**src/rtl/wdtr_pkg.sv**
```systemverilog
// Constants, types and register map of the watchdog timer block
// Overview of operation
// - The watchdog is an 8-bit counter behind an 11-bit prescaler.
// - Prescaler input is oscillator over six; counter steps every 2048 inputs.
// - Counter overflow produces a short pulse that resets the whole controller.
// - Overflow also pulls the active-low reset pin low for three machine cycles.
// - Internal reset acts even if a pin capacitor swallows the pin pulse.
// - Counting starts only once software sets the enable bit, auxiliary bit 4.
// - Software cannot clear the enable bit; only a reset clears it.
// - Any counter write clears the load permit automatically.
// - With the load permit clear, counter writes are ignored.
// - Counter counts up from the reload value; 00H longest, 0FFH shortest.
// - Prescaler and counter keep running while the processor idles.
// - While enabled, setting the power-down bit is ignored and it reads 0.
// - The counter is a register at index 0FFH.
package wdtr_pkg;

  localparam int unsigned WDTR_AW = 12;
  localparam int unsigned WDTR_DW = 32;
  localparam int unsigned WDTR_CW = 8;

  // Register index as printed, byte address is four times the index
  localparam logic [7:0] WDTR_CNT_INDEX = 8'hFF;
  localparam logic [WDTR_AW-1:0] WDTR_CNT_ADDR = {2'h0, WDTR_CNT_INDEX, 2'h0};
  localparam logic [WDTR_AW-1:0] WDTR_AUX_ADDR = 12'h000;
  localparam logic [WDTR_AW-1:0] WDTR_PWR_ADDR = 12'h004;
  localparam logic [WDTR_AW-1:0] WDTR_STAT_ADDR = 12'h008;

  // Field positions
  localparam int unsigned WDTR_AUX_EN_BIT = 4;
  localparam int unsigned WDTR_PWR_PD_BIT = 1;
  localparam int unsigned WDTR_PWR_LE_BIT = 4;
  localparam int unsigned WDTR_STAT_SEEN_BIT = 0;
  localparam int unsigned WDTR_STAT_PULSE_BIT = 1;

  // Reset values and counter top value
  localparam logic [WDTR_CW-1:0] WDTR_CNT_RST = 8'h00;
  localparam logic [WDTR_CW-1:0] WDTR_CNT_MAX = 8'hFF;
  localparam logic [WDTR_DW-1:0] WDTR_RDATA_RST = 32'h0000_0000;

  // Timing: default divider and prescaler width, pin pulse length
  localparam int unsigned WDTR_OSC_DIV = 6;
  localparam int unsigned WDTR_PRESC_W = 11;
  localparam int unsigned WDTR_MC_CLKS = 6;
  localparam int unsigned WDTR_PULSE_MC = 3;
  localparam int unsigned WDTR_PULSE_CLKS = WDTR_MC_CLKS * WDTR_PULSE_MC;
  localparam int unsigned WDTR_PULSE_W = 5;

  typedef enum logic [1:0] {
    WDTR_RP_IDLE = 2'b00,
    WDTR_RP_DRIVE = 2'b01,
    WDTR_RP_TAIL = 2'b11
  } wdtr_rp_state_type;

  typedef enum logic [2:0] {
    WDTR_SEL_NONE = 3'h0,
    WDTR_SEL_AUX = 3'h1,
    WDTR_SEL_PWR = 3'h2,
    WDTR_SEL_CNT = 3'h3,
    WDTR_SEL_STAT = 3'h4
  } wdtr_sel_type;

  typedef struct packed {
    logic [WDTR_AW-1:0] addr;
    logic write;
    logic [WDTR_DW-1:0] wdata;
  } wdtr_apb_req_type;

endpackage

```
**src/rtl/wdtr_prescaler.sv**
```systemverilog
// Oscillator divider and prescaler producing the counter step enable
`timescale 1ns/10ps
module wdtr_prescaler import wdtr_pkg::*; #(
  parameter int unsigned OSC_DIV = WDTR_OSC_DIV,
  parameter int unsigned PRESC_W = WDTR_PRESC_W
) (
  input wire logic mclk,
  input wire logic arst_n,
  input wire logic clear,
  output logic tick_q
);

  localparam int unsigned DIV_W = $clog2(OSC_DIV);
  localparam logic [DIV_W-1:0] DIV_LAST = DIV_W'(OSC_DIV - 1);
  localparam logic [DIV_W-1:0] DIV_ZERO = '0;
  localparam logic [PRESC_W-1:0] PRESC_LAST = '1;
  localparam logic [PRESC_W-1:0] PRESC_ZERO = '0;

  logic [DIV_W-1:0] div_q;
  logic [DIV_W-1:0] div_d;
  logic [PRESC_W-1:0] presc_q;
  logic [PRESC_W-1:0] presc_d;
  logic tick_d;

  // Nothing here looks at idle; the chain runs in every processor mode
  always_comb begin
    div_d = div_q;
    presc_d = presc_q;
    tick_d = 1'b0;
    if (clear) begin
      div_d = DIV_ZERO;
      presc_d = PRESC_ZERO;
    end else if (div_q == DIV_LAST) begin
      div_d = DIV_ZERO;
      presc_d = presc_q + 1'b1;
      tick_d = (presc_q == PRESC_LAST);
    end else begin
      div_d = div_q + 1'b1;
    end
  end

  // Divider state
  always_ff @(posedge mclk or negedge arst_n) begin
    if (!arst_n) begin
      div_q <= DIV_ZERO;
      presc_q <= PRESC_ZERO;
      tick_q <= 1'b0;
    end else begin
      div_q <= div_d;
      presc_q <= presc_d;
      tick_q <= tick_d;
    end
  end

endmodule

```
**src/rtl/wdtr_reset_pulse.sv**
```systemverilog
// Reset pulse generator for the internal reset and the reset pin
`timescale 1ns/10ps
module wdtr_reset_pulse import wdtr_pkg::*; (
  input wire logic mclk,
  input wire logic arst_n,
  input wire logic start,
  output logic sys_reset_q,
  output logic pin_drive_q
);

  localparam logic [WDTR_PULSE_W-1:0] LEN_LAST = WDTR_PULSE_W'(WDTR_PULSE_CLKS - 1);
  localparam logic [WDTR_PULSE_W-1:0] LEN_ZERO = '0;

  wdtr_rp_state_type state_q;
  wdtr_rp_state_type state_d;
  logic [WDTR_PULSE_W-1:0] len_q;
  logic [WDTR_PULSE_W-1:0] len_d;
  logic sys_reset_d;
  logic pin_drive_d;

  // Internal reset and pin pulse share one timer, so the internal side
  // never depends on what the pin level does
  always_comb begin
    state_d = state_q;
    len_d = len_q;
    sys_reset_d = 1'b0;
    pin_drive_d = 1'b0;
    case (state_q)
      WDTR_RP_IDLE: begin
        if (start) begin
          state_d = WDTR_RP_DRIVE;
          len_d = LEN_ZERO;
          sys_reset_d = 1'b1;
          pin_drive_d = 1'b1;
        end
      end
      WDTR_RP_DRIVE: begin
        sys_reset_d = 1'b1;
        pin_drive_d = 1'b1;
        len_d = len_q + 1'b1;
        if (len_q == LEN_LAST - 1'b1) begin
          state_d = WDTR_RP_TAIL;
        end
      end
      WDTR_RP_TAIL: begin
        state_d = WDTR_RP_IDLE;
        len_d = LEN_ZERO;
      end
      default: begin
        state_d = WDTR_RP_IDLE;
        len_d = LEN_ZERO;
      end
    endcase
  end

  // Pulse state
  always_ff @(posedge mclk or negedge arst_n) begin
    if (!arst_n) begin
      state_q <= WDTR_RP_IDLE;
      len_q <= LEN_ZERO;
      sys_reset_q <= 1'b0;
      pin_drive_q <= 1'b0;
    end else begin
      state_q <= state_d;
      len_q <= len_d;
      sys_reset_q <= sys_reset_d;
      pin_drive_q <= pin_drive_d;
    end
  end

endmodule

```
**src/rtl/wdtr_top.sv**
```systemverilog
// Watchdog timer with APB register access and reset pin driver
//
// Local design decision: register access over APB.
`timescale 1ns/10ps
module wdtr_top import wdtr_pkg::*; #(
  parameter int unsigned OSC_DIV = WDTR_OSC_DIV,
  parameter int unsigned PRESC_W = WDTR_PRESC_W
) (
  input wire logic mclk,
  input wire logic arst_n,
  input wire logic psel,
  input wire logic penable,
  input wire logic pwrite,
  input wire logic [WDTR_AW-1:0] paddr,
  input wire logic [WDTR_DW-1:0] pwdata,
  output logic [WDTR_DW-1:0] prdata,
  output logic pready,
  output logic pslverr,
  output logic sys_reset,
  output logic rst_pin_o,
  output logic rst_pin_oe,
  output logic power_down,
  output logic watchdog_running
);

  // Request as seen on the bus
  wdtr_apb_req_type req;
  assign req.addr = paddr;
  assign req.write = pwrite;
  assign req.wdata = pwdata;

  // Address decoding shared by the read and write paths
  function automatic wdtr_sel_type reg_select(input logic [WDTR_AW-1:0] addr);
    wdtr_sel_type sel;
    sel = WDTR_SEL_NONE;
    if (addr == WDTR_AUX_ADDR) begin
      sel = WDTR_SEL_AUX;
    end else if (addr == WDTR_PWR_ADDR) begin
      sel = WDTR_SEL_PWR;
    end else if (addr == WDTR_CNT_ADDR) begin
      sel = WDTR_SEL_CNT;
    end else if (addr == WDTR_STAT_ADDR) begin
      sel = WDTR_SEL_STAT;
    end
    return sel;
  endfunction

  // Bus side state
  logic pready_q;
  logic pready_d;
  logic [WDTR_DW-1:0] prdata_q;
  logic [WDTR_DW-1:0] prdata_d;
  logic pslverr_q;
  logic pslverr_d;

  // Watchdog control state
  logic enable_q;
  logic enable_d;
  logic load_permit_q;
  logic load_permit_d;
  logic power_down_q;
  logic power_down_d;
  logic [WDTR_CW-1:0] count_q;
  logic [WDTR_CW-1:0] count_d;
  logic seen_q;
  logic seen_d;
  logic running_q;
  logic running_d;

  // Derived strobes
  logic access;
  logic commit;
  logic wr_commit;
  wdtr_sel_type sel;
  logic tick;
  logic overflow;
  logic pulse_sys;
  logic pulse_pin;
  logic presc_clear;

  assign access = psel & penable;
  assign commit = access & pready_q;
  assign wr_commit = commit & req.write;
  assign sel = reg_select(req.addr);

  // Overflow is the step that carries the counter past its top value
  assign overflow = enable_q & tick & (count_q == WDTR_CNT_MAX);

  // Prescaler held clear while disabled so counting starts from zero
  assign presc_clear = ~enable_q | overflow;

  wdtr_prescaler #(
    .OSC_DIV(OSC_DIV),
    .PRESC_W(PRESC_W)
  ) u_presc (
    .mclk(mclk),
    .arst_n(arst_n),
    .clear(presc_clear),
    .tick_q(tick)
  );

  wdtr_reset_pulse u_pulse (
    .mclk(mclk),
    .arst_n(arst_n),
    .start(overflow),
    .sys_reset_q(pulse_sys),
    .pin_drive_q(pulse_pin)
  );

  // Read data for the register that the bus is addressing
  function automatic logic [WDTR_DW-1:0] read_value(
    input wdtr_sel_type s,
    input logic en,
    input logic le,
    input logic pd,
    input logic [WDTR_CW-1:0] cnt,
    input logic sn,
    input logic pl
  );
    logic [WDTR_DW-1:0] v;
    v = '0;
    if (s == WDTR_SEL_AUX) begin
      v[WDTR_AUX_EN_BIT] = en;
    end else if (s == WDTR_SEL_PWR) begin
      v[WDTR_PWR_LE_BIT] = le;
      v[WDTR_PWR_PD_BIT] = pd & ~en;
    end else if (s == WDTR_SEL_CNT) begin
      v[WDTR_CW-1:0] = cnt;
    end else if (s == WDTR_SEL_STAT) begin
      v[WDTR_STAT_SEEN_BIT] = sn;
      v[WDTR_STAT_PULSE_BIT] = pl;
    end
    return v;
  endfunction

  // Bus answer: one wait cycle, data and error sampled with ready
  always_comb begin
    pready_d = access & ~pready_q;
    prdata_d = prdata_q;
    pslverr_d = 1'b0;
    if (access & ~pready_q) begin
      pslverr_d = (sel == WDTR_SEL_NONE);
      if (req.write) begin
        prdata_d = WDTR_RDATA_RST;
      end else begin
        prdata_d = read_value(sel, enable_q, load_permit_q, power_down_q,
                              count_q, seen_q, pulse_sys);
      end
    end
  end

  // Bus answer registers
  always_ff @(posedge mclk or negedge arst_n) begin
    if (!arst_n) begin
      pready_q <= 1'b0;
      prdata_q <= WDTR_RDATA_RST;
      pslverr_q <= 1'b0;
    end else begin
      pready_q <= pready_d;
      prdata_q <= prdata_d;
      pslverr_q <= pslverr_d;
    end
  end

  // Watchdog control: software writes, counting and overflow clearing.
  // Overflow acts as a system reset on this block's own state, and it
  // takes priority over a write landing in the same cycle.
  always_comb begin
    enable_d = enable_q;
    load_permit_d = load_permit_q;
    power_down_d = power_down_q;
    count_d = count_q;
    seen_d = seen_q;

    // Counting, also while the processor idles
    if (enable_q & tick) begin
      count_d = count_q + 1'b1;
    end

    if (wr_commit) begin
      if (sel == WDTR_SEL_AUX) begin
        // Write of one sets; a zero never clears
        if (req.wdata[WDTR_AUX_EN_BIT]) begin
          enable_d = 1'b1;
        end else begin
          enable_d = enable_q;
        end
      end else if (sel == WDTR_SEL_PWR) begin
        load_permit_d = req.wdata[WDTR_PWR_LE_BIT];
        if (enable_q) begin
          power_down_d = 1'b0;
        end else begin
          power_down_d = req.wdata[WDTR_PWR_PD_BIT];
        end
      end else if (sel == WDTR_SEL_CNT) begin
        if (load_permit_q) begin
          count_d = req.wdata[WDTR_CW-1:0];
          load_permit_d = 1'b0;
        end else begin
          count_d = count_d;
        end
      end
    end

    // Power-down cannot coexist with a live watchdog
    if (enable_d) begin
      power_down_d = 1'b0;
    end

    if (overflow) begin
      enable_d = 1'b0;
      load_permit_d = 1'b0;
      power_down_d = 1'b0;
      count_d = WDTR_CNT_RST;
      seen_d = 1'b1;
    end
  end

  // Running indication is the enable as it gets registered
  always_comb begin
    running_d = enable_d;
  end

  // Control registers
  always_ff @(posedge mclk or negedge arst_n) begin
    if (!arst_n) begin
      enable_q <= 1'b0;
      load_permit_q <= 1'b0;
      power_down_q <= 1'b0;
      count_q <= WDTR_CNT_RST;
      seen_q <= 1'b0;
      running_q <= 1'b0;
    end else begin
      enable_q <= enable_d;
      load_permit_q <= load_permit_d;
      power_down_q <= power_down_d;
      count_q <= count_d;
      seen_q <= seen_d;
      running_q <= running_d;
    end
  end

  // Pin and reset outputs, retimed so sys_reset and rst_pin_oe leave a flip-flop.
  // The pin is open drain: it only ever pulls low and never drives high.
  logic sys_reset_q;
  logic rst_pin_oe_q;

  always_ff @(posedge mclk or negedge arst_n) begin
    if (!arst_n) begin
      sys_reset_q <= 1'b0;
      rst_pin_oe_q <= 1'b0;
    end else begin
      sys_reset_q <= pulse_sys;
      rst_pin_oe_q <= pulse_pin;
    end
  end

  // Output ports
  assign prdata = prdata_q;
  assign pready = pready_q;
  assign pslverr = pslverr_q;
  assign sys_reset = sys_reset_q;
  assign rst_pin_o = 1'b0;
  assign rst_pin_oe = rst_pin_oe_q;
  assign power_down = power_down_q;
  assign watchdog_running = running_q;

endmodule

```
**config.mk**
```make
export PLATFORM = sky130hd
export DESIGN_NAME = wdtr_top
export DESIGN_NICKNAME = d
export VERILOG_FILES = /design/src/rtl/wdtr_pkg.sv /design/src/rtl/wdtr_prescaler.sv /design/src/rtl/wdtr_reset_pulse.sv /design/src/rtl/wdtr_top.sv
export SDC_FILE = /design/constraint.sdc
export NUM_CORES = 1
export LEC_CHECK = 0
export BUFFER_PORTS_ARGS = -buffer_cell sky130_fd_sc_hd__buf_2
export CELL_PAD_IN_SITES_DETAIL_PLACEMENT = 1
export CELL_PAD_IN_SITES_GLOBAL_PLACEMENT = 2
export CORE_MARGIN = 2
export CORE_UTILIZATION = 31
export CTS_BUF_LIST = sky130_fd_sc_hd__clkbuf_8
export CTS_CLUSTER_SIZE = 40
export DETAILED_ROUTE_END_ITERATION = 6
export GPL_TIMING_DRIVEN = 1
export PLACE_DENSITY_LB_ADDON = 0.1
export SYNTH_ARGS = -nofsm -noshare
export SYNTH_HDL_FRONTEND = slang
export SYNTH_SLANG_ARGS = --single-unit
```
**constraint.sdc**
```tcl
create_clock -name mclk -period 2.1 [get_ports mclk]
set_input_delay 0.21 -clock mclk [delete_from_list [all_inputs] [get_ports mclk]]
set_output_delay 0.21 -clock mclk [all_outputs]
set_load 0.01 [all_outputs]
```
==> out/metrics.yaml <==
timing.rr.end: "u_pulse.len_q[1]$_DFFE_PN0P_"
drt_wl_total_mm: 5.795
dieArea_um2: 9076
post_drt_wl_per_cell_um: 13.90
dr.pass1.iters: 4
synth_seq_cells: 46
dp_hpwl_mm: 4.372
yosysTopAreaCell: "dfrtp_1"
synthTopCellsByArea: "dfrtp_1, buf_4, nand2_1"
yosys.cell_types.count: 50
hp-class: "in -> reg"
maxCapViolCount: 0
hold_viol_final: 0
hold_path_end: "prdata[4]$_DFFE_PN0P_"
clk_pin_slew_worst_paths_ns: 0.09
die_h_um: 95.27
post-route-min-period_ns: 1.714
syn_inst: 270
grt_pass1_vias: 1886
rsz0062_at_grt: "false"
clock_path_buffers: 2
finalCritPeriodShare: 0.8162
antenna_found_initial: 0
synth_flop_cell: "dfrtp_1"
pwr-share-clk: 0.403
r2r-start: "count_q[0]$_DFF_PN0_"
syn_area_per_cell_um2: 9.565
cts_setup_buffers: 0
finalSetupViolCount: 0
powerDensity_nw_per_um2: 567.7
swShare: 0.2354
n_antenna_cell: 0
grtUsageTotal: 0.1361
synth_most_common_cell: "dfrtp_1"
finalWorstSetupSlack_ns: 0.3860
slew_violations: 0
p_leak_nw: 1.317
drt_iter0_drc: 33
crit_required_ns: 2.34
drive_gt1_frac: 0.1955
min_from: "pwrite"
worstPathMaxFanout: 5
synth_edf_count: 0
p_comb_frac: 0.062
vias: 1979
end_kind: "register"
start_util: 0.3175
hold_buffers: 1
power.total_w: 0.001660
drc: 0
fin_setup_tns_ns: 0
area_delta_synth_final_pct: 13.23
crit_type: "reg -> reg"
portBuffers: 38
crit_arrival_ns: 1.95
synthArstFlopShare: 1.000
fmax_mhz: 583.4
ys_warn_count: 0
status: "complete, no violations"
p_sw_w: 0.0003909
post_cts_resized: 0
ios: 88
holdPathStages: 2
intPower_w: 0.001269
ys_seq_area_frac: 0.4457
r2r_cells: 5
netlist_area_um2: 2582
die_x_um: 95.27
synthTopCellsByCount: "dfrtp_1, nand2_1, buf_4"
gp_congestion: 0.7029
grt_max_degree: 25
cts_tree: "yes"
drtAntennaViolNets: 0
clkLatencyLatePin_ns: 0.31
tightest_slew_ns: 0.5630
synth_top_area_frac: 0.4457
cts_buffers: 5
cp-start-kind: "register"
r2r_slack_ns: 0.39
final_nets: 364
seq_power_share: 0.535
grt_first_pass_wirelength_mm: 9.473
fp-row-count: 33
placed_cell_area_um2: 2805
fin_skew_ns: 0.004587
final_area_um2: 2924
pre_cts_slack_ns: 0.3199
vias_per_cell: 4.746
cts_htree_levels: 2
core_um2: 8134
cts.sinks: 46
cts_root_buf: "clkbuf_8"
peakVddDrop_v: 0.0002384
final_util: 0.3595
gr-total-overflow: 0
slew_headroom: 0.6212
==> per-layer routing <==
layer / share of wire / wire length, um / GRT usage
met1: 0.46 / 2691 / 0.1789
met2: 0.48 / 2785 / 0.2207
met3: 0.041 / 240 / 0.03241
met4: 0.013 / 77 / 0.04348
met5: 0 / 0 / 0
==> how the worst max path moves through the flow <==
stage	from	depth (start not counted)	slack (ns)	to
after global routing	count_q[0]$_DFF_PN0_	5	0.26	u_pulse.len_q[0]$_DFFE_PN0P_
after global placement	paddr[8]	5	0.32	watchdog_running$_DFF_PN0_
after CTS	count_q[0]$_DFF_PN0_	5	0.35	u_pulse.len_q[1]$_DFFE_PN0P_
after floorplan	count_q[0]$_DFF_PN0_	7	0.42	u_pulse.len_q[1]$_DFFE_PN0P_
final	count_q[0]$_DFF_PN0_	5	0.39	u_pulse.len_q[1]$_DFFE_PN0P_
after detailed placement	paddr[8]	5	0.32	power_down$_DFFE_PN0P_
==> power by group through the flow <==
stage | clock network (W) | registers (W) | logic [W]
2_1_floorplan | 0 | 0.000907 | 0.0000787
3_3_place_gp | 0 | 0.000906 | 0.000104
5_1_grt | 0.000729 | 0.000889 | 0.000119
4_1_cts | 0.000698 | 0.000888 | 0.000105
6_report | 0.000668 | 0.000888 | 0.000103
3_5_place_dp | 0 | 0.000906 | 0.000104
==> cell families after synthesis <==
logic type	Yosys count	synth area share
XOR/XNOR	18	0.06105
other	1	0.001452
AO/OA/AOI/OAI	42	0.1085
AND/OR/NAND/NOR	117	0.2534
adder cells (fa/ha/maj)	4	0.01938
multiplexers	2	0.007752
buffers and inverters	40	0.1027
flip-flops	46	0.4457
==> cells in the final DEF, fill, tap and decap left out, types with 2 or more instances in the layout <==
master	netlist	final
xor2_1	10	10
o31ai_1	2	2
inv_1	5	5
buf_4	26	5
clkbuf_8	0	5
nor4_1	3	3
clkinv_2	0	2
a21oi_1	13	13
conb_1	1	25
nand4b_1	3	3
o21ai_0	8	8
nand3b_1	4	4
dfrtp_1	46	46
a211oi_1	7	7
nand2_1	30	30
nor2_1	21	21
buf_2	2	38
and4b_1	2	2
nor2b_1	2	2
nand2b_1	3	3
a32o_1	3	3
and2_1	2	2
ha_1	4	4
and4_1	3	3
nor3_1	10	10
nand3_1	10	10
mux2i_1	2	2
xnor2_1	8	8
or3_1	2	2
nand4_1	7	7
and3_1	5	5
==> sequential cells by signal (all words and copies together) (netlist names) <==
| name | count |
|---|---|
| u_presc.div_q | 3 |
| watchdog_running | 1 |
| prdata | 8 |
| u_pulse.state_q | 2 |
| u_presc.tick_q | 1 |
| pready | 1 |
| pslverr | 1 |
| load_permit_q | 1 |
| u_pulse.pin_drive_q | 1 |
| u_pulse.len_q | 5 |
| power_down | 1 |
| count_q | 8 |
| seen_q | 1 |
| u_presc.presc_q | 11 |
| rst_pin_oe | 1 |
==> through the flow <==
stage / hold WS [ns] / instances
6_report: 0.1388 / 417
5_1_grt: 0.1353 / 417
4_1_cts: 0.1290 / 417
3_5_place_dp: 0.2375 / 408
3_3_place_gp: 0.2422 / 408
2_1_floorplan: -0.08559 / 294
==> final cells by class <==
type | instances | area, um^2
sequential | 46 | 1151
timing repair buffer | 45 | 257.7
inverter | 5 | 18.77
tap | 105 | 131.4
clock buffer | 5 | 68.82
clock inverter | 3 | 40.04
multi-input combinational | 208 | 1256
fill | 968 | 5210
==> critical path: stages (launching register included) <==
cell	delay, ns
dfrtp_1	0.43
ha_1	0.23
and4_1	0.24
and3_1	0.28
or3_1	0.34
a21oi_1	0.12
(Power assumes the default switching activity.)
